[src/hw/acs_map.svh]
`ifndef ACS_MAP_SVH
`define ACS_MAP_SVH

`define ACS_CLK_PERIOD_NS 50
`define ACS_STARTUP_NS 10000
`define ACS_STARTUP_CYC (`ACS_STARTUP_NS / `ACS_CLK_PERIOD_NS)
`define ACS_QUAL_WIN_NS 50000
`define ACS_QUAL_WIN_CYC (`ACS_QUAL_WIN_NS / `ACS_CLK_PERIOD_NS)
`define ACS_MCLK_MIN_KHZ 1150
`define ACS_QUAL_THR ((`ACS_MCLK_MIN_KHZ * `ACS_QUAL_WIN_NS) / 1000000 + 2)

`define ACS_ADDR_PWR_CLK 7'h04
`define ACS_ADDR_GEN_CFG 7'h05
`define ACS_ADDR_CH_STBY 7'h08
`define ACS_ADDR_FILT 7'h09
`define ACS_ADDR_DECIM 7'h0A
`define ACS_ADDR_REF_PC 7'h0B
`define ACS_ADDR_GPIO 7'h0C
`define ACS_ADDR_STATUS 7'h0D

`define ACS_PWR_DIFF_BIT 3
`define ACS_GEN_CM_EN_BIT 4
`define ACS_GPIO_DIR_BIT 0
`define ACS_GPIO_OUT_BIT 1
`define ACS_RST_PWR_CLK 8'h00
`define ACS_RST_GEN_CFG 8'h10
`define ACS_RST_CH_STBY 8'h00
`define ACS_RST_FILT 8'h00
`define ACS_RST_DECIM 8'h00
`define ACS_RST_REF_PC 8'h00
`define ACS_RST_GPIO 8'h00
`define ACS_DECIM_MAX 3'h5

`endif

[src/hw/acs_pkg.sv]
package acs_pkg;
  typedef enum logic [1:0] {ACS_ST_STARTUP, ACS_ST_QUALIFY, ACS_ST_RUN_EXT, ACS_ST_FAULT} acs_state_t;
  typedef enum logic [1:0] {ACS_CM_HALF, ACS_CM_1V65, ACS_CM_2V14, ACS_CM_2V5} acs_cm_level_t;
endpackage

[src/hw/acs_top.sv]
// Summary of operation
// - Start on internal oscillator, then hand over.
// - Count external clock falling edges; need 59 in a 50 us window.
// - Failed check: stay internal, flag error.
// - Fault state outputs nothing; reset only exit.
// - Strap low selects single-ended clock input.
// - Strap high selects crystal or differential input.
// - Differential clock only in serial-port mode.
// - Pin input low plus bit write enables differential.
// - Register 0x05 sets common-mode output enable, level.
// - Channel 0 standby disables common-mode output.
// - Strap mode: common-mode half supply, precharge off.
// - Filter type per channel, or shared in strap.
// - Six decimation rates for each filter type.
`timescale 1ns/1ps
`include "acs_map.svh"
`default_nettype none
module acs_top
  import acs_pkg::*;
#(
  parameter int NCH = 8
)
(
  input  wire logic           clock,
  input  wire logic           rst_n,
  input  wire logic           mclk_pin,
  input  wire logic           clk_sel_pin,
  input  wire logic           ctrl_mode_pin,
  input  wire logic           filter_pin,
  input  wire logic [2:0]     decim_pin,
  input  wire logic           diff_clock_mode_pin_i,
  output logic                diff_clock_mode_pin_o,
  output logic                diff_clock_mode_pin_oe,
  input  wire logic           sclk,
  input  wire logic           cs_n,
  input  wire logic           sdi,
  output logic                sdo,
  output logic                sdo_oe,
  output logic                ext_clk_sel,
  output logic                clk_err,
  output logic                status_hdr_err,
  output logic                conv_data_en,
  output logic                diff_clk_en,
  output logic                xtal_excite_en,
  output logic                common_mode_output_en,
  output logic [1:0]          common_mode_output_level,
  output logic [7:0]          ref_prechg_en,
  output logic [NCH-1:0]      filter_type,
  output logic [2:0]          decim_sel,
  output logic [NCH-1:0]      chan_standby
);
  localparam int XCH = (NCH == 8) ? 4 : 2;

  initial
  begin
    if (NCH != 8 && NCH != 4) $error("acs_top supports four or eight channels.");
  end

  function automatic logic decim_ok(input logic [2:0] v);
    decim_ok = (v <= `ACS_DECIM_MAX);
  endfunction

  logic rst_s1_ff;
  logic rst_s2_ff;
  wire  rst_core_n = rst_s2_ff;

  // Reset is asserted at once and released through two flip-flops.
  always_ff @(posedge clock or negedge rst_n)
  begin
    if (!rst_n)
    begin
      rst_s1_ff <= 1'b0;
      rst_s2_ff <= 1'b0;
    end
    else
    begin
      rst_s1_ff <= 1'b1;
      rst_s2_ff <= rst_s1_ff;
    end
  end

  logic [10:0] pins_l;
  acs_sync3 #(.W(11), .RST_VAL(11'h400)) u_sync (
    .clock (clock),
    .rst_n (rst_core_n),
    .d     ({cs_n, sclk, sdi, mclk_pin, clk_sel_pin, ctrl_mode_pin, filter_pin, decim_pin,
             diff_clock_mode_pin_i}),
    .q     (pins_l)
  );
  wire       cs_l     = pins_l[10];
  wire       sclk_l   = pins_l[9];
  wire       sdi_l    = pins_l[8];
  wire       mclk_l   = pins_l[7];
  wire       clksel_l = pins_l[6];
  wire       ctrl_l   = pins_l[5];
  wire       filt_l   = pins_l[4];
  wire [2:0] decim_l  = pins_l[3:1];
  wire       dpin_l   = pins_l[0];

  acs_state_t  state_ff;
  acs_state_t  nxt_state;
  logic [15:0] startup_cnt_ff;
  logic        strap_done_ff;
  logic        clk_sel_ff;
  logic        spi_mode_ff;
  logic        qual_start_ff;
  logic        qual_done;
  logic        qual_pass;
  wire         startup_end = (state_ff == ACS_ST_STARTUP)
                           && (startup_cnt_ff == 16'(`ACS_STARTUP_CYC - 1));

  acs_clk_qual u_qual (
    .clock    (clock),
    .rst_n    (rst_core_n),
    .start    (qual_start_ff),
    .mclk_lvl (mclk_l),
    .done     (qual_done),
    .pass     (qual_pass)
  );

  // Start-up runs on the internal clock; qualification decides handover.
  always_comb
  begin
    nxt_state = state_ff;
    case (state_ff)
      ACS_ST_STARTUP: if (startup_end) nxt_state = ACS_ST_QUALIFY;
      ACS_ST_QUALIFY: if (qual_done) nxt_state = qual_pass ? ACS_ST_RUN_EXT : ACS_ST_FAULT;
      ACS_ST_RUN_EXT: nxt_state = ACS_ST_RUN_EXT;
      ACS_ST_FAULT:   nxt_state = ACS_ST_FAULT;
      default:        nxt_state = ACS_ST_STARTUP;
    endcase
  end

  always_ff @(posedge clock or negedge rst_core_n)
  begin
    if (!rst_core_n)
    begin
      state_ff       <= ACS_ST_STARTUP;
      startup_cnt_ff <= 16'h0000;
      strap_done_ff  <= 1'b0;
      clk_sel_ff     <= 1'b0;
      spi_mode_ff    <= 1'b0;
      qual_start_ff  <= 1'b0;
    end
    else
    begin
      state_ff      <= nxt_state;
      qual_start_ff <= startup_end;
      if (state_ff == ACS_ST_STARTUP)
        startup_cnt_ff <= startup_cnt_ff + 16'h0001;
      if (startup_end)
      begin
        strap_done_ff <= 1'b1;
        clk_sel_ff    <= clksel_l;
        spi_mode_ff   <= ctrl_l;
      end
    end
  end

  // Serial port: 16-bit frames, read flag, 7-bit address, 8-bit data.
  logic        sclk_prev_ff;
  logic [4:0]  bit_cnt_ff;
  logic [15:0] shin_ff;
  logic [7:0]  shout_ff;
  logic        sdo_ff;
  logic        sdo_oe_ff;
  wire         rise = ~cs_l & sclk_l & ~sclk_prev_ff;
  wire         fall = ~cs_l & ~sclk_l & sclk_prev_ff;
  wire         rd_go = rise && bit_cnt_ff == 5'h07 && shin_ff[6];
  wire  [6:0]  raddr = {shin_ff[5:0], sdi_l};
  wire         wr_stb = rise && bit_cnt_ff == 5'h0F && !shin_ff[14] && spi_mode_ff;
  wire  [6:0]  waddr = shin_ff[13:7];
  wire  [7:0]  wdata = {shin_ff[6:0], sdi_l};

  logic [7:0] pwr_clk_ff;
  logic [7:0] gen_cfg_ff;
  logic [7:0] ch_stby_ff;
  logic [7:0] filt_ff;
  logic [7:0] decim_reg_ff;
  logic [7:0] ref_pc_ff;
  logic [7:0] gpio_ff;
  logic       clk_err_ff;
  logic       ext_clk_sel_ff;

  wire [7:0] status_w = {6'h00, ext_clk_sel_ff, clk_err_ff};
  wire [7:0] rdata = (raddr == `ACS_ADDR_PWR_CLK) ? pwr_clk_ff :
                     (raddr == `ACS_ADDR_GEN_CFG) ? gen_cfg_ff :
                     (raddr == `ACS_ADDR_CH_STBY) ? ch_stby_ff :
                     (raddr == `ACS_ADDR_FILT)    ? filt_ff :
                     (raddr == `ACS_ADDR_DECIM)   ? decim_reg_ff :
                     (raddr == `ACS_ADDR_REF_PC)  ? ref_pc_ff :
                     (raddr == `ACS_ADDR_GPIO)    ? gpio_ff :
                     (raddr == `ACS_ADDR_STATUS)  ? status_w : 8'h00;

  always_ff @(posedge clock or negedge rst_core_n)
  begin
    if (!rst_core_n)
    begin
      sclk_prev_ff <= 1'b0;
      bit_cnt_ff   <= 5'h00;
      shin_ff      <= 16'h0000;
      shout_ff     <= 8'h00;
      sdo_ff       <= 1'b0;
      sdo_oe_ff    <= 1'b0;
    end
    else
    begin
      sclk_prev_ff <= sclk_l;
      sdo_oe_ff    <= ~cs_l;
      if (cs_l)
        bit_cnt_ff <= 5'h00;
      else if (rise)
      begin
        shin_ff    <= {shin_ff[14:0], sdi_l};
        bit_cnt_ff <= (bit_cnt_ff == 5'h0F) ? 5'h00 : bit_cnt_ff + 5'h01;
      end
      if (rd_go)
        shout_ff <= rdata;
      else if (fall && bit_cnt_ff >= 5'h08)
      begin
        sdo_ff   <= shout_ff[7];
        shout_ff <= {shout_ff[6:0], 1'b0};
      end
    end
  end

  // Register writes; decimation codes above the sixth rate are ignored.
  always_ff @(posedge clock or negedge rst_core_n)
  begin
    if (!rst_core_n)
    begin
      pwr_clk_ff   <= `ACS_RST_PWR_CLK;
      gen_cfg_ff   <= `ACS_RST_GEN_CFG;
      ch_stby_ff   <= `ACS_RST_CH_STBY;
      filt_ff      <= `ACS_RST_FILT;
      decim_reg_ff <= `ACS_RST_DECIM;
      ref_pc_ff    <= `ACS_RST_REF_PC;
      gpio_ff      <= `ACS_RST_GPIO;
    end
    else if (wr_stb)
    begin
      if (waddr == `ACS_ADDR_PWR_CLK) pwr_clk_ff <= wdata;
      else if (waddr == `ACS_ADDR_GEN_CFG) gen_cfg_ff <= wdata;
      else if (waddr == `ACS_ADDR_CH_STBY) ch_stby_ff <= wdata;
      else if (waddr == `ACS_ADDR_FILT) filt_ff <= wdata;
      else if (waddr == `ACS_ADDR_DECIM && decim_ok(wdata[2:0])) decim_reg_ff <= wdata;
      else if (waddr == `ACS_ADDR_REF_PC) ref_pc_ff <= wdata;
      else if (waddr == `ACS_ADDR_GPIO) gpio_ff <= wdata;
    end
  end

  wire           gpio_out   = gpio_ff[`ACS_GPIO_DIR_BIT];
  wire           diff_way1  = gpio_out && pwr_clk_ff[`ACS_PWR_DIFF_BIT];
  wire           diff_way2  = !gpio_out && !dpin_l && pwr_clk_ff[`ACS_PWR_DIFF_BIT];
  wire           nxt_diff   = spi_mode_ff && clk_sel_ff && (diff_way1 || diff_way2);
  wire           nxt_xtal   = clk_sel_ff && !nxt_diff && !ch_stby_ff[XCH];
  wire           nxt_cm_en  = (spi_mode_ff ? gen_cfg_ff[`ACS_GEN_CM_EN_BIT] : 1'b1)
                              && !ch_stby_ff[0];
  wire     [1:0] nxt_cm_lvl = spi_mode_ff ? gen_cfg_ff[1:0] : 2'(ACS_CM_HALF);
  wire     [7:0] nxt_ref_pc = spi_mode_ff ? ref_pc_ff : 8'h00;
  wire [NCH-1:0] nxt_filt   = spi_mode_ff ? filt_ff[NCH-1:0] : {NCH{filt_l}};
  wire     [2:0] nxt_decim  = spi_mode_ff ? decim_reg_ff[2:0] :
                              (decim_ok(decim_l) ? decim_l : 3'h0);

  logic           err_hdr_ff;
  logic           conv_en_ff;
  logic           diff_ff;
  logic           xtal_ff;
  logic           cm_en_ff;
  logic [1:0]     cm_lvl_ff;
  logic [7:0]     ref_pc_out_ff;
  logic [NCH-1:0] filt_out_ff;
  logic [2:0]     decim_out_ff;
  logic [NCH-1:0] stby_out_ff;
  logic           gpio_oe_ff;
  logic           gpio_o_ff;

  always_ff @(posedge clock or negedge rst_core_n)
  begin
    if (!rst_core_n)
    begin
      clk_err_ff     <= 1'b0;
      err_hdr_ff     <= 1'b0;
      ext_clk_sel_ff <= 1'b0;
      conv_en_ff     <= 1'b0;
      diff_ff        <= 1'b0;
      xtal_ff        <= 1'b0;
      cm_en_ff       <= 1'b0;
      cm_lvl_ff      <= 2'h0;
      ref_pc_out_ff  <= 8'h00;
      filt_out_ff    <= '0;
      decim_out_ff   <= 3'h0;
      stby_out_ff    <= '0;
      gpio_oe_ff     <= 1'b0;
      gpio_o_ff      <= 1'b0;
    end
    else
    begin
      clk_err_ff     <= state_ff == ACS_ST_FAULT;
      err_hdr_ff     <= state_ff == ACS_ST_FAULT;
      ext_clk_sel_ff <= state_ff == ACS_ST_RUN_EXT;
      conv_en_ff     <= state_ff == ACS_ST_RUN_EXT;
      diff_ff        <= nxt_diff;
      xtal_ff        <= nxt_xtal;
      cm_en_ff       <= strap_done_ff && nxt_cm_en;
      cm_lvl_ff      <= nxt_cm_lvl;
      ref_pc_out_ff  <= nxt_ref_pc;
      filt_out_ff    <= nxt_filt;
      decim_out_ff   <= nxt_decim;
      stby_out_ff    <= ch_stby_ff[NCH-1:0];
      gpio_oe_ff     <= spi_mode_ff && gpio_out;
      gpio_o_ff      <= gpio_ff[`ACS_GPIO_OUT_BIT];
    end
  end

  assign sdo                      = sdo_ff;
  assign sdo_oe                   = sdo_oe_ff;
  assign ext_clk_sel              = ext_clk_sel_ff;
  assign clk_err                  = clk_err_ff;
  assign status_hdr_err           = err_hdr_ff;
  assign conv_data_en             = conv_en_ff;
  assign diff_clk_en              = diff_ff;
  assign xtal_excite_en           = xtal_ff;
  assign common_mode_output_en    = cm_en_ff;
  assign common_mode_output_level = cm_lvl_ff;
  assign ref_prechg_en            = ref_pc_out_ff;
  assign filter_type              = filt_out_ff;
  assign decim_sel                = decim_out_ff;
  assign chan_standby             = stby_out_ff;
  assign diff_clock_mode_pin_oe   = gpio_oe_ff;
  assign diff_clock_mode_pin_o    = gpio_o_ff;
endmodule
`default_nettype wire

[src/hw/acs_sync3.sv]
`timescale 1ns/1ps
`default_nettype none
module acs_sync3
  import acs_pkg::*;
#(
  parameter int         W       = 1,
  parameter logic [W-1:0] RST_VAL = '0
)
(
  input  wire logic         clock,
  input  wire logic         rst_n,
  input  wire logic [W-1:0] d,
  output logic      [W-1:0] q
);
  logic [W-1:0] s1_ff;
  logic [W-1:0] s2_ff;
  logic [W-1:0] s3_ff;
  logic [W-1:0] lvl_ff;
  wire  [W-1:0] agree = ~(s2_ff ^ s3_ff);
  wire  [W-1:0] nxt_lvl = (agree & s2_ff) | (~agree & lvl_ff);

  initial
  begin
    if (W < 1) $error("acs_sync3 width must be positive.");
  end

  // A bit changes only once the second and third stages agree.
  always_ff @(posedge clock or negedge rst_n)
  begin
    if (!rst_n)
    begin
      s1_ff  <= RST_VAL;
      s2_ff  <= RST_VAL;
      s3_ff  <= RST_VAL;
      lvl_ff <= RST_VAL;
    end
    else
    begin
      s1_ff  <= d;
      s2_ff  <= s1_ff;
      s3_ff  <= s2_ff;
      lvl_ff <= nxt_lvl;
    end
  end
  assign q = lvl_ff;
endmodule
`default_nettype wire

[src/hw/acs_clk_qual.sv]
`timescale 1ns/1ps
`include "acs_map.svh"
`default_nettype none
module acs_clk_qual
  import acs_pkg::*;
#(
  parameter int WIN = `ACS_QUAL_WIN_CYC,
  parameter int THR = `ACS_QUAL_THR
)
(
  input  wire logic clock,
  input  wire logic rst_n,
  input  wire logic start,
  input  wire logic mclk_lvl,
  output logic      done,
  output logic      pass
);
  logic        mclk_prev_ff;
  logic        active_ff;
  logic [15:0] win_ff;
  logic [15:0] edges_ff;
  logic        done_ff;
  logic        pass_ff;
  wire         fall = mclk_prev_ff & ~mclk_lvl;
  wire         last = active_ff && (win_ff == 16'(WIN - 1));
  wire  [15:0] nxt_edges = (fall && edges_ff != 16'hFFFF) ? edges_ff + 16'h0001 : edges_ff;
  logic        ref_prev_ff;
  logic        ref_run_ff;
  logic [15:0] ref_cyc_ff;
  logic [15:0] ref_edges_ff;
  wire         ref_fall = ref_prev_ff && !mclk_lvl;

  initial
  begin
    if (WIN < 1 || WIN > 65535 || THR < 1 || THR > 65535) $error("acs_clk_qual bad window.");
  end

  // Falling edges of the external clock are counted over a fixed window.
  always_ff @(posedge clock or negedge rst_n)
  begin
    if (!rst_n)
    begin
      mclk_prev_ff <= 1'b0;
      active_ff    <= 1'b0;
      win_ff       <= 16'h0000;
      edges_ff     <= 16'h0000;
      done_ff      <= 1'b0;
      pass_ff      <= 1'b0;
    end
    else
    begin
      mclk_prev_ff <= mclk_lvl;
      done_ff      <= last;
      if (start)
      begin
        active_ff <= 1'b1;
        win_ff    <= 16'h0000;
        edges_ff  <= 16'h0000;
      end
      else if (active_ff)
      begin
        win_ff    <= win_ff + 16'h0001;
        edges_ff  <= nxt_edges;
        active_ff <= !last;
      end
      if (last)
        pass_ff <= (nxt_edges >= 16'(THR));
    end
  end
  assign done = done_ff;
  assign pass = pass_ff;

  // A separate count of window cycles and falling edges checks the verdict.
  always_ff @(posedge clock or negedge rst_n)
  begin
    if (!rst_n)
    begin
      ref_prev_ff  <= 1'b0;
      ref_run_ff   <= 1'b0;
      ref_cyc_ff   <= 16'h0000;
      ref_edges_ff <= 16'h0000;
    end
    else
    begin
      ref_prev_ff <= mclk_lvl;
      if (start)
      begin
        ref_run_ff   <= 1'b1;
        ref_cyc_ff   <= 16'h0000;
        ref_edges_ff <= 16'h0000;
      end
      else if (ref_run_ff)
      begin
        ref_cyc_ff   <= ref_cyc_ff + 16'h0001;
        ref_edges_ff <= ref_edges_ff + {15'h0000, ref_fall};
        ref_run_ff   <= (ref_cyc_ff != 16'(WIN - 1));
      end
    end
  end
endmodule
`default_nettype wire

[config.mk]
export PLATFORM = sky130hd
export DESIGN_NAME = acs_top
export DESIGN_NICKNAME = d
export VERILOG_FILES = /design/src/hw/acs_pkg.sv /design/src/hw/acs_top.sv /design/src/hw/acs_sync3.sv /design/src/hw/acs_clk_qual.sv
export VERILOG_INCLUDE_DIRS = /design/src /design/src/hw
export SDC_FILE = /design/constraint.sdc
export NUM_CORES = 1
export LEC_CHECK = 0
export BUFFER_PORTS_ARGS = -buffer_cell sky130_fd_sc_hd__buf_2
export CAP_MARGIN = 0
export CORE_MARGIN = 1.5
export CORE_UTILIZATION = 35
export DETAILED_ROUTE_END_ITERATION = 10
export GPL_ROUTABILITY_DRIVEN = 0
export PLACE_DENSITY = 0.51
export SLEW_MARGIN = 10
export SYNTH_ARGS = -nofsm -noshare
export SYNTH_HDL_FRONTEND = slang
export SYNTH_SLANG_ARGS = --single-unit
[constraint.sdc]
create_clock -name clock -period 8.45 [get_ports clock]
set_clock_uncertainty 0.05 [all_clocks]
set_input_delay 0.845 -clock clock [delete_from_list [all_inputs] [get_ports clock]]
set_output_delay 0.845 -clock clock [all_outputs]
set_load 0.02 [all_outputs]
* Word-level counts from Yosys, hierarchy flattened
Cells that the tools add are included.
Operators by class: add/subtract/negate cells 4, magnitude comparators 4, eq/ne operators 25, mux-type cells 30, bitwise operators 22, reductions and logical operators 42
Operators with widths (number):
- 8-bit two-way mux | 11
- 16-bit two-way mux | 5
- 7-bit by 4-bit == test with 1-bit output, second input constant | 11
- 16-bit by 1-bit adder with 16-bit output, second input constant | 3
- 7-bit by 3-bit == test with 1-bit output, second input constant | 4
- 11-bit bitwise AND | 2
- 11-bit NOT | 2
- 1-bit logical AND | 20
- 16-bit by 10-bit == test with 1-bit output, second input constant | 1
- 16-bit by 8-bit == test with 1-bit output, second input constant | 1
- 16-bit by 6-bit greater-or-equal comparator with 1-bit output, second input constant | 1
- 16-bit != test, second input constant | 1
- 5-bit two-way mux | 3
- 1-bit NOT | 11
- 11-bit OR | 1
- 11-bit bitwise XOR | 1
- 2-bit two-way mux | 4
- 2-bit case mux with 4 select lines | 1
- 2-bit AND reduction | 4
- 8-bit AND reduction | 1
- 1-bit zero test | 7
- 7-bit AND reduction | 1
- 3-bit less-or-equal comparator, second input constant | 2
- 3-bit two-way mux | 2
- 17 further kinds | 27
Word-level totals: register bits after elaboration 227, bits of input ports 13, output and inout bits 40, logic and storage cells 170

* Longest topological paths before layout
Gate-level depths: netlist of the first run.
depth after elaboration 10, depth in mapped cells 9, mapped depth without buffers 7

* Hierarchy
A second synthesis of the first run with hierarchy kept.
Second synthesis, totals: cells, all modules 781, area, all modules 9469.1 um^2
Modules (own cells, without submodules):
- acs_top | times used 1, cells each 503, area an instance 6214.7 um^2, seq. area each 3679.8 um^2
- acs_clk_qual | times used 1, cells each 223, area an instance 2024.4 um^2, seq. area each 900.9 um^2
- acs_sync3 | times used 1, cells each 55, area an instance 1229.9 um^2, seq. area each 1106.1 um^2

* Worst setup path after synthesis of the first run
No wires, ideal clock.
path type reg2reg, start point register u_qual.edges_ff[0], end point register u_qual.pass_ff (netlist: u_qual.pass), setup time 0.133 ns, data arrival time 2.017 ns, required time 8.267 ns, setup slack 6.250 ns, stages on the path, launching flop included 9, buffers on the path 1, period minus slack after synthesis 2.200 ns, cell sequence dfrtp_1 > ha_1 > clkbuf_1 > nand3_1 > nor4_1 > a211oi_1 > o221a_2 > o21ai_0 > nand3_1
On the way: cells in the longest elaborated chain, start to end 4, elaborated cells between the ends (all ways) 5, classes of those cells add/sub (1); order compare (1); eq/ne (1); mux (1); reduce/logical (1)
Ends and longest elaborated chain:
- from (decl) | line acs_clk_qual.sv:21 | logic [15:0] edges_ff;
- from (signal assigned) | line acs_clk_qual.sv:63 | edges_ff <= nxt_edges;
- branches (longest 2 deep; another with 16-bit by 1-bit adder with 16-bit output)
- 16-bit two-way mux * | line acs_clk_qual.sv:26 | wire [15:0] nxt_edges = (fall && edges_ff != 16'hFFFF) ? edges_ff + 16'h0001 : edges_ff;
- 16-bit by 6-bit greater-or-equal comparator with 1-bit output * | line acs_clk_qual.sv:67 | pass_ff <= (nxt_edges >= 16'(THR));
- to (signal assigned) | line acs_clk_qual.sv:67
- to (decl) | line acs_clk_qual.sv:23 | logic pass_ff;
Mark *: on every way between the ends. A chain may end at the register's enable or synchronous reset.

* Worst setup path after layout of the first run
start point register spi_mode_ff, end point register ch_stby_ff[2]
On the way: cells in the longest elaborated chain, start to end 2
Ends and longest elaborated chain:
- from (decl) | line acs_top.sv:105 | logic spi_mode_ff;
- from (signal assigned) | line acs_top.sv:155 | spi_mode_ff <= ctrl_l;
- 1-bit logical AND | line acs_top.sv:171 | wire wr_stb = rise && bit_cnt_ff == 5'h0F && !shin_ff[14] && spi_mode_ff;
- 4-bit AND reduction (no line)
- to (signal assigned) | line acs_top.sv:234 | ch_stby_ff <= `ACS_RST_CH_STBY;
- to (signal assigned) | line acs_top.sv:244 | else if (waddr == `ACS_ADDR_CH_STBY) ch_stby_ff <= wdata;
- to (decl) | line acs_top.sv:177 | logic [7:0] ch_stby_ff;
Every way passes these cells.

==> results of run 1 <==
## per-stage QoR
step                worst slack (ns)  instances  hold WS [ns]  util, %  instance area [µm²]
floorplan                       1.61        761         0.281        -                 9320
detailed placement              5.60       1115         0.285     37.9                 9890
finish                          5.64       1163        0.0553     41.5                10800
global placement                5.71       1115         0.283     37.9                 9890
global route                    5.42       1163        0.0252     41.5                10800
CTS                             5.61       1163        0.0289     41.5                10800
## Yosys cell counts, drive strengths merged, types with 9 or more instances
| cell | instances |
|---|---|
| mux2 | 75 |
| nor4 | 9 |
| nand4 | 17 |
| maj3 | 11 |
| nand3 | 18 |
| o21ai | 25 |
| nor2 | 58 |
| mux2i | 9 |
| xnor2 | 20 |
| xor2 | 22 |
| and2 | 17 |
| a21oi | 20 |
| a221oi | 13 |
| nor3 | 14 |
| nand2b | 10 |
| nand2 | 59 |
| and3 | 13 |
| clkbuf | 32 |
| dfrtp | 222 |
## sequential cells by signal, summed over array words and instances (netlist names), 11 cells and up, named ones only
register,flops
u_qual.edges_ff,16
startup_cnt_ff,16
u_sync.s2_ff,11
u_sync.s1_ff,11
shin_ff,15
u_sync.s3_ff,11
u_qual.win_ff,16
## path summary, 6_finish.rpt
kind	cells past startpoint	slack, ns	end
hold reg to reg	0	0.29	u_sync.s2_ff[9]
setup reg to reg	6	5.64	ch_stby_ff[2]
max in group asynchronous	1	6.68	u_qual.edges_ff[8]
hold / removal	1	0.06	rst_core_n
min in group clock	0	0.29	u_sync.s2_ff[9]
setup / recovery	6	5.64	ch_stby_ff[2]
## worst max-delay path, delay by kind of cell, from the launching register on
| family | cells | cell delay (ns) |
|---|---|---|
| flip-flops | 1 | 0.92 |
| multiplexers | 1 | 0.38 |
| AND/OR/NAND/NOR | 5 | 1.34 |
## power by group through the flow
stage | Sequential [mW] | Clock, mW | Combinational (mW)
finish | 1.23 | 1.17 | 0.130
global placement | 1.25 | 0 | 0.132
CTS | 1.23 | 1.21 | 0.133
floorplan | 1.19 | 0 | 0.120
detailed placement | 1.25 | 0 | 0.133
global route | 1.24 | 1.25 | 0.144
## cell type report
| cell class | count | area share (%) |
|---|---|---|
| Clock buffer | 39 | 7.30 |
| Clock inverter | 9 | 1.22 |
| Inverter | 8 | 0.278 |
| Multi-Input combinational cell | 486 | 31.8 |
| Sequential cell | 227 | 52.7 |
| Tap cell | 335 | 3.88 |
| Timing Repair Buffer | 59 | 2.89 |
## logic make-up (layout without fill, tap and decap cells)
logic type,Yosys count,after routing,share of synthesized area (%)
flops,227,227,61.0
fa+ha+maj,15,15,1.72
mux,84,84,10.0
buf+inv,48,115,2.10
other cells,1,1,0.0403
simple gates,258,258,14.9
compound gates,86,86,6.18
xor+xnor,42,42,3.95
## metal layers
| metal | share of wire (%) | GRT usage [%] | up-vias |
|---|---|---|---|
| li1 | - | - | 2797 |
| met1 | 50 | 20.8 | 2918 |
| met2 | 44 | 21.9 | 104 |
| met3 | 3.4 | 2.29 | 31 |
| met4 | 2.6 | 4.03 | 0 |
| met5 | 0 | 0 | - |
==> impl_results.md, run 1 <==
* Most frequent cells in the layout: dfrtp_1 (221), mux2_2 (75), nand2_1 (58)
* Top FF cell, synth: dfrtp_1
* Footprint of the multi-input gates at 3430 µm²
* Switching power of the nets at 0.618 mW
* TNS Setup at 0 ns
* Synth Area per Inst at 12.2 µm²
* H-tree depth at 1
* Logic pwr share at 5.1%
* Endpoints failing hold at 0
* Initial drt markers at 244
* Die width at 166 µm
* Worst r2r src: spi_mode_ff
* Num CTS Buffers at 26
* Maximum vdd drop at 0.120 mV
* Sequential fraction of the synthesis area at 61.0%
* Crit end category: register
* First-pass detailed-route iteration total at 4
* Worst Path Required at 8.81 ns
* Setup Buffers After CTS at 0
* Syn Inst Count at 761
* Clock transition at path regs at 0.06 ns
* I/O Pins at 53
* Post-synth ARST share at 100%
* Post-Syn Area at 9320 µm²
* WP data arrival at 3.17 ns
* Std-Cell Rows at 59
* Syn-to-layout area delta at 16.0%
* Wire per inst at 16.6 µm
* Tmin final at 2.81 ns
* Worst setup SP type: register
* Critical Path Fanout Max at 30
* Via count at 5850
* Syn nets at 778
* WS Path Type: reg -> reg
* Pwr Total at 2.54 mW
* Worst path cell trace: nand2b_1 -> nor4_1 -> and3_1 -> and3b_1 -> and2_1 -> mux2_2
* Final ANT Viol Nets at 0
* Max_slew headroom at 37.6%
* Die H at 166 µm
* Final setup fails at 0
* FILL cells at 2484
* Final WL at 19300 µm
* Period utilization at 33.3%
* Hold_buf cts at 0
* Critical path launch point: spi_mode_ff
* Synth cell types at 60
* Die Footprint at 27600 µm²
* Post-CTS sizing at 0
* First-pass GRT wire length at 32100 µm
* HP Class: in -> async
* Post-DP HPWL at 12600 µm
* Initial core utilization at 35.8%
* TritonCTS clock tree: built
* Slowest-stage cell, CP: dfrtp_1
* Share of layout cells above drive strength 1 at 23.9%
* Area leader, netlist: dfrtp_1
* Least-Margin Pin Slew at 0.935 ns
* Total GRT Usage at 14.2%
* Clock Tree Buf Depth at 3
* Via-to-Cell Ratio at 5.03
* Synth top area share at 59.6%
* Total global routing overflow at 0
* #FFs+latches synth at 227
* PortBufs at 52
* Diodes inserted at 0
* Top post-synthesis cells by area: dfrtp_1 (60%), mux2_2 (9.1%), nand2_1 (2.3%)
* Root buffer cell: clkbuf_16
* Clk_lat worst skew at 0.53 ns
* Vias in the first global route at 5795
* Commonest non-fill, non-tap cell in the layout: dfrtp_1
* Clock network fraction of total power at 46.3%
* Cell Pwr Density at 235 nW/µm²
* CP max stage delay at 0.92 ns
* Outcome: finished clean
* Reg power frac at 48.6%
* Fmax at 0.356 GHz
* Initial antenna violation count at 0
* Clock sinks at 227
* Power Internal at 1.92 mW
* Max-Cap Viols at 0
* Slew Viols, Final at 0
* Register area at 5690 µm²
* Unrepaired setup endpoints after global routing: false
* Synth warn at 0
* Switch share at 24.4%
* LEAKAGE at 5.04 nW
* Core Area at 26100 µm²
* EDFF count, synth at 0
* DRC Markers at 0
* Pin count of the biggest net entering global routing at 71
* Nets@finish at 825
Power figures use the tool's default switching activity.
==> run 2, diff against run 1 <==
--- a/config.mk
+++ b/config.mk
@@ -6,6 +6,7 @@
 export SDC_FILE = /design/constraint.sdc
 export NUM_CORES = 1
 export LEC_CHECK = 0
+export ABC_AREA = 1
 export BUFFER_PORTS_ARGS = -buffer_cell sky130_fd_sc_hd__buf_2
 export CAP_MARGIN = 0
 export CORE_MARGIN = 1.5
==> constraint.sdc (replaced) <==
create_clock -name clock -period 2.9 [get_ports clock]
set_clock_uncertainty 0.05 [all_clocks]
set_input_delay 0.29 -clock clock [delete_from_list [all_inputs] [get_ports clock]]
set_output_delay 0.29 -clock clock [all_outputs]
set_load 0.02 [all_outputs]
==> run 2 against run 1 <==
Register-to-register slack got worse by 5.0 ns. Non-clock buffer count rose by 21. Via count rose by 16%. Area after synthesis rose by 3.3%. Core utilization rose by 0.74 points. Critical path depth rose by 7. Fmax rose by 22%. Routed wire length rose by 7.8%. Final area rose by 5.3%. Sequential power rose to 2.8 times the previous value. Cell count rose by 25%.
==> impl_results.md, run 2 <==
* Unrepaired setup endpoints after global routing: false
* Largest family of logic cells by synthesized area: simple AND/OR/NAND/NOR gates
* Synth Area in Simple Gates at 20.4% (+5.5 points)
* Final worst setup slack at 0.598 ns (-5.04 ns)
* Initial core utilization at 35.7% (-0.055 points)
* Final ANT Viol Nets at 0 (unchanged)
* Most frequent cells after synthesis: nand2_1 (256), dfrtp_1 (222), inv_1 (115)
* Worst path top cell family by delay: simple AND/OR/NAND/NOR gates
* Sequential fraction of the synthesis area at 59.1% (-1.9 points)
* Post-synthesis xor/xnor area fraction at 2.18% (-1.8 points)
* Critical Path Fanout Max at 14 (-53%)
* Root buffer cell: clkbuf_16
* CP most frequent cell: nor2_1
* Syn nets at 1016 (+31%)
* Diodes inserted at 0 (unchanged)
* Clock sinks at 227 (unchanged)
* HP Class: in -> async
* Crit path depth at 13 (+7)
* Outcome: finished clean
* WS Path Type: reg -> reg
* TNS Setup at 0 ns (unchanged)
* Maximum vdd drop at 0.423 mV (+250%)
* Std-Cell Rows at 60 (+1.7%)
* Top post-synthesis cells by area: dfrtp_1 (58%), nand2_1 (10%), inv_1 (4.5%)
* Die width at 169 µm (+1.6%)
* Initial drt markers at 442 (+81%)
* Syn-to-layout area delta at 18.3%
* Via-to-Cell Ratio at 4.68 (-6.9%)
* CP max stage delay at 0.43 ns (-0.49 ns)
* Die Footprint at 28500 µm² (+3.2%)
* Area leader, netlist: dfrtp_1
* Logic pwr share at 9.0% (+3.9 points)
* Final WL at 20800 µm (+7.8%)
* Pwr Total at 7.57 mW (+200%)
* Buf+Inv Stages, Crit Path at 1 (+1)
* Max-Cap Viols at 0 (unchanged)
* Hold WS at 0.0374 ns (-0.0179 ns)
* Clock Tree Buf Depth at 3 (unchanged)
* Synth cell types at 53 (-12%)
* Mux cell area share after synthesis at 1.57% (-8.5 points)
* Synth Area per Inst at 9.63 µm² (-21%)
* Least-Margin Pin Slew at 0.736 ns (-0.199 ns)
* First-pass GRT wire length at 35000 µm (+9.1%)
* Final setup fails at 0 (unchanged)
* Power Internal at 5.66 mW (+200%)
* Most frequent cells in the layout: nand2_1 (256), dfrtp_1 (221), inv_1 (115)
* Total global routing overflow at 0 (unchanged)
* Via count at 6787 (+16%)
* Synth warn at 0 (unchanged)
* FILL cells at 2591 (+4.3%)
* CP Capture Point: u_qual.pass
* Pin count of the biggest net entering global routing at 51 (-28%)
* Top flop regs: startup_cnt_ff (16), u_qual.edges_ff (16), u_qual.win_ff (16)
* R2r endpoint: u_qual.pass
* Switch share at 25.2% (+0.80 points)
* R2r worst-path depth at 13 (+7)
* Nets@finish at 1106 (+34%)
* Fin area at 11400 µm² (+5.3%)
* Tmin final at 2.30 ns (-0.508 ns)
* Core Area at 27000 µm² (+3.4%)
* R2R Setup Slk at 0.60 ns (-5.04 ns)
* Worst path cell trace: ha_1 -> nand3_1 -> inv_2 -> nand2_1 -> nor2_1 -> nor2_2 -> nand2_1 -> nand2_1 -> nand3_1 -> nor2_1 -> nand3_1 -> nor2_1 -> nor2_1
* Num CTS Buffers at 26 (unchanged)
* Reg power frac at 45.5% (-3.1 points)
* Endpoints failing hold at 0 (unchanged)
* First-pass detailed-route iteration total at 4 (unchanged)
* TritonCTS clock tree: built
* Commonest non-fill, non-tap cell in the layout: nand2_1
* Slew Viols, Final at 0 (unchanged)
* Die H at 169 µm (+1.6%)
* Synth top area share at 57.7% (-1.9 points)
* Count leader, synth: nand2_1
* Slowest-stage cell, CP: nor2_2
* Setup Buffers After CTS at 0 (unchanged)
* Fin cells at 1449 (+25%)
* PortBufs at 52 (unchanged)
* Total GRT Usage at 15.2% (+1.0 points)
* Cell Pwr Density at 665 nW/µm² (+180%)
* Synth Area in Adders at 1.66% (-0.054 points)
* DRC Markers at 0 (unchanged)
* Max_slew headroom at 50.5% (+13 points)
* Clk_lat worst skew at 0.52 ns (about the same)
* Syn Inst Count at 999 (+31%)
* H-tree depth at 1 (unchanged)
* Worst r2r src: u_qual.edges_ff[0]
* Final core utilization at 42.2% (+0.74 points)
* Critical path launch point: u_qual.edges_ff[0]
* I/O Pins at 53 (unchanged)
* EDFF count, synth at 0 (unchanged)
* Post-DP HPWL at 14400 µm (+14%)
* Cell total after placement at 1390 (+25%)
* Worst Path Required at 3.26 ns (-5.55 ns)
* Cell Area, Placed at 10300 µm² (+4.5%)
* Post-synth ARST share at 100% (unchanged)
* Top FF cell, synth: dfrtp_1
* Share of layout cells above drive strength 1 at 15.2% (-8.8 points)
* Compound-Gate Fraction of Synth Area at 8.86% (+2.7 points)
* #FFs+latches synth at 227 (unchanged)
* Initial antenna violation count at 0 (unchanged)
* LEAKAGE at 5.60 nW (+11%)
* Dpl ws at 0.613 ns (-4.99 ns)
* Switching power of the nets at 1.90 mW (+210%)
* Worst setup SP type: register
* Crit end category: register
* Wire per inst at 14.4 µm (-13%)
* Clock network fraction of total power at 45.5% (-0.8 points)
* Period utilization at 79.4% (+46 points)
* Clock transition at path regs at 0.06 ns (about the same)
* WP data arrival at 2.66 ns (-0.51 ns)
* Post-Syn Area at 9620 µm² (+3.3%)
* Fmax at 0.434 GHz (+22%)
* Vias in the first global route at 6655 (+15%)
## run 2: cell count changes in the layout (fill, tap and decap cells not counted), moves of 12 or more
cell / previous run / this run
o21ai_0: 25 / 66
nand3_1: 18 / 52
a221oi_1: 13 / 1
nand2_1: 58 / 256
dlygate4sd3_1: 0 / 12
and3_1: 13 / 0
o21ai_2: 0 / 16
xnor2_1: 20 / 7
mux2_2: 75 / 1
and2_1: 16 / 0
inv_1: 8 / 115
## run 2: layout make-up
type / count / area (µm²) / share of cell area, %
clock inverters: 13 / 171 / 1.51
clock buffers: 34 / 752 / 6.61
flip-flops and latches: 227 / 5690 / 50.0
multi-input cells: 629 / 3340 / 29.4
repair buffers: 80 / 526 / 4.62
inverters: 125 / 470 / 4.14
well taps: 341 / 427 / 3.75
## run 2: how the worst min path moves through the flow
stage / from / end / slack [ns] / depth (start not counted)
6_report: rst_n / rst_core_n / 0.04 / 2
4_1_cts: rst_n / rst_core_n / 0.002 / 2
2_1_floorplan: rst_n / rst_s1_ff / -0.06 / 0
3_3_place_gp: rst_n / rst_s1_ff / 0.03 / 1
3_5_place_dp: rst_n / rst_s1_ff / 0.03 / 1
5_1_grt: rst_n / rst_core_n / 0.01 / 2
## run 2: logic make-up after synthesis
group           Yosys count
buf+inv                 143
simple gates            437
mux                      15
compound gates          137
xor+xnor                 24
other cells               1
flops                   227
fa+ha+maj                15
## run 2: metal layers
| layer | track usage, % | wire (µm) | part of all wire [%] |
|---|---|---|---|
| met1 | 22.0 | 10100 | 49 |
| met3 | 2.24 | 752 | 3.6 |
| met2 | 24.2 | 9560 | 46 |
| met5 | 0 | 0 | 0 |
| met4 | 3.53 | 390 | 1.9 |
## run 2: what timing repair did
item | in CTS | in global routing
hold buffers | 12 | 0
hold endpoints to repair | 13 | 0
resized for setup | 0 | 0
## run 2: power by group through the flow
stage | registers, mW | logic [mW] | clock network (mW)
after floorplan | 3.51 | 0.372 | 0
after global placement | 3.49 | 0.672 | 0
after detailed placement | 3.50 | 0.674 | 0
after CTS | 3.44 | 0.690 | 3.55
after global routing | 3.46 | 0.763 | 3.68
final | 3.44 | 0.682 | 3.44
==> run 3, diff against run 2 <==
--- a/config.mk
+++ b/config.mk
@@ -13,7 +13,7 @@
 export CORE_UTILIZATION = 35
 export DETAILED_ROUTE_END_ITERATION = 10
 export GPL_ROUTABILITY_DRIVEN = 0
-export PLACE_DENSITY = 0.51
+export PLACE_DENSITY = 0.52
 export SLEW_MARGIN = 10
 export SYNTH_ARGS = -nofsm -noshare
 export SYNTH_HDL_FRONTEND = slang
==> constraint.sdc (replaced) <==
create_clock -name clock -period 2.1 [get_ports clock]
set_clock_uncertainty 0.05 [all_clocks]
set_input_delay 0.21 -clock clock [delete_from_list [all_inputs] [get_ports clock]]
set_output_delay 0.21 -clock clock [all_outputs]
set_load 0.02 [all_outputs]
==> run 3 against run 2 <==
Sequential power rose by 38%. Worst setup slack got worse by 0.51 ns. Die area did not move. Clock power rose by 39%. Fmax rose by 15%.
==> impl_results.md, run 3 (synthesized netlist as in run 2, its figures left out) <==
* Unrepaired setup endpoints after global routing: true
* Cell total after placement at 1430 (+2.9%)
* Wire per inst at 14.3 µm (-0.38%)
* Root buffer cell: clkbuf_16
* LEAKAGE at 5.85 nW (+4.6%)
* First-pass detailed-route iteration total at 7 (+3)
* WP data arrival at 2.38 ns (-0.28 ns)
* Worst path top cell family by delay: simple AND/OR/NAND/NOR gates
* Worst Hold Depth at 2
* Fin cells at 1496 (+3.2%)
* R2r worst-path depth at 15 (+2)
* CP most frequent cell: nor2_2
* Register area at 5690 µm² (unchanged)
* Via count at 6977 (+2.8%)
* Initial drt markers at 433 (-2.0%)
* Final WL at 21400 µm (+2.9%)
* First-pass GRT wire length at 35600 µm (+1.7%)
* Max-Cap Viols at 0 (unchanged)
* HP Class: in -> reg
* Endpoints failing hold at 0 (unchanged)
* PortBufs at 52 (unchanged)
* Fmax at 0.498 GHz (+15%)
* Least-Margin Pin Slew at 0.724 ns (-0.0124 ns)
* DRC Markers at 0 (unchanged)
* Top flop regs: startup_cnt_ff (16), u_qual.edges_ff (16), u_qual.win_ff (16)
* Tmin final at 2.01 ns (-0.294 ns)
* Period utilization at 95.6% (+16 points)
* Vias in the first global route at 6904 (+3.7%)
* Crit end category: register
* Worst r2r src: u_qual.edges_ff[1]
* Hold EP: u_sync.s1_ff[6]
* Initial core utilization at 35.7% (unchanged)
* Worst Path Required at 2.47 ns (-0.79 ns)
* Worst path cell trace: ha_2 -> nand3_4 -> inv_2 -> nand2_2 -> nor2_1 -> nor2_2 -> buf_2 -> nand2_1 -> nand2_1 -> inv_1 -> nand3_1 -> nor2_2 -> nand3_2 -> nor2_2 -> nor2_1
* Share of layout cells above drive strength 1 at 19.3% (+4.1 points)
* Pwr Total at 10.6 mW (+41%)
* Syn-to-layout area delta at 23.3%
* Die Footprint at 28500 µm² (unchanged)
* Critical hold path startpoint: clk_sel_pin
* WS Path Type: reg -> reg
* Nets@finish at 1152 (+4.2%)
* Buf+Inv Stages, Crit Path at 3 (+2)
* Final setup fails at 0 (unchanged)
* Commonest non-fill, non-tap cell in the layout: nand2_1
* Slew Viols, Final at 0 (unchanged)
* TritonCTS clock tree: built
* Diodes inserted at 0 (unchanged)
* Initial antenna violation count at 0 (unchanged)
* Num CTS Buffers at 26 (unchanged)
* I/O Pins at 53 (unchanged)
* Clock Tree Buf Depth at 3 (unchanged)
* Final core utilization at 44.0% (+1.8 points)
* Total GRT Usage at 15.5% (+0.24 points)
* Critical Path Fanout Max at 5 (-9)
* R2R Setup Slk at 0.09 ns (-0.51 ns)
* Final worst setup slack at 0.0920 ns (-0.506 ns)
* Final ANT Viol Nets at 0 (unchanged)
* Outcome: finished clean
* Most frequent cells in the layout: nand2_1 (254), dfrtp_1 (221), inv_1 (115)
* Slowest-stage cell, CP: dfrtp_1
* CP max stage delay at 0.40 ns (-0.03 ns)
* H-tree depth at 1 (unchanged)
* Worst setup SP type: register
* Post-DP HPWL at 15200 µm (+5.1%)
* Clock transition at path regs at 0.06 ns (about the same)
* Max_slew headroom at 50.5% (about the same)
* Cell Pwr Density at 896 nW/µm² (+35%)
* Std-Cell Rows at 60 (unchanged)
* Clk_lat worst skew at 0.53 ns (about the same)
* Maximum vdd drop at 0.476 mV (+12%)
* FILL cells at 2632 (+1.6%)
* Die width at 169 µm (unchanged)
* Total global routing overflow at 0 (unchanged)
* Die H at 169 µm (unchanged)
* R2r endpoint: u_qual.pass
* Footprint of the multi-input gates at 3410 µm² (+2.0%)
* Via-to-Cell Ratio at 4.66 (-0.43%)
* Dpl ws at -0.0408 ns (-0.654 ns)
* Clock sinks at 227 (unchanged)
* Core Area at 27000 µm² (unchanged)
* Pin count of the biggest net entering global routing at 43 (-16%)
run 3: report_power, final:
group | internal (mW) | total, mW | switching [mW]
clock | 3.02 | 4.79 | 1.78
sequential | 4.55 | 4.73 | 0.178
combinational | 0.382 | 1.11 | 0.727
total | 7.95 | 10.6 | 2.68
run 3: metrics by stage:
stage                     hold slack, ns  setup TNS [ns]  instance area [µm²]
after floorplan                   -0.136          -53.54                 9620
after global placement           -0.0522               0                10700
after detailed placement         -0.0512         -0.0408                10700
after CTS                          0.244               0                11800
after global routing               0.271         -0.0463                11900
final                              0.275               0                11900
run 3: area by class of cell:
| type | count | share of cell area [%] |
|---|---|---|
| sequential | 227 | 48.0 |
| multi-input combinational | 629 | 28.7 |
| clock inverter | 11 | 1.39 |
| tap | 341 | 3.60 |
| timing repair buffer | 126 | 7.90 |
| inverter | 125 | 3.97 |
| clock buffer | 37 | 6.43 |
run 3: repair_timing:
item | 4_1_cts | 5_1_grt
setup buffers | 0 | 4
hold buffers | 13 | 0
setup endpoints to repair | 6 | 42
gates cloned | 0 | 1
hold endpoints to repair | 13 | 0
pin swaps | 0 | 9
gates resized for setup | 2 | 16
run 3: worst max-delay path by stage:
stage	startpoint	to	slack [ns]	depth (start not counted)
floorplan	rst_core_n	asynchronous set/reset pin	-0.24	0
detailed placement	u_qual.edges_ff[1]	u_qual.pass	-0.04	12
CTS	u_qual.edges_ff[1]	u_qual.pass	0.01	14
global route	u_qual.edges_ff[1]	u_qual.pass	-0.04	14
finish	u_qual.edges_ff[1]	u_qual.pass	0.09	15
global placement	u_qual.edges_ff[1]	u_qual.pass	0.03	12
run 3: routing by layer:
layer,track usage [%],share of wire [%],up-vias,wire length [µm]
li1,-,-,3518,-
met1,21.5,47,3317,10200
met2,25.7,47,113,10000
met3,2.06,3.5,29,746
met4,3.88,2.2,0,463
met5,0,0,-,0
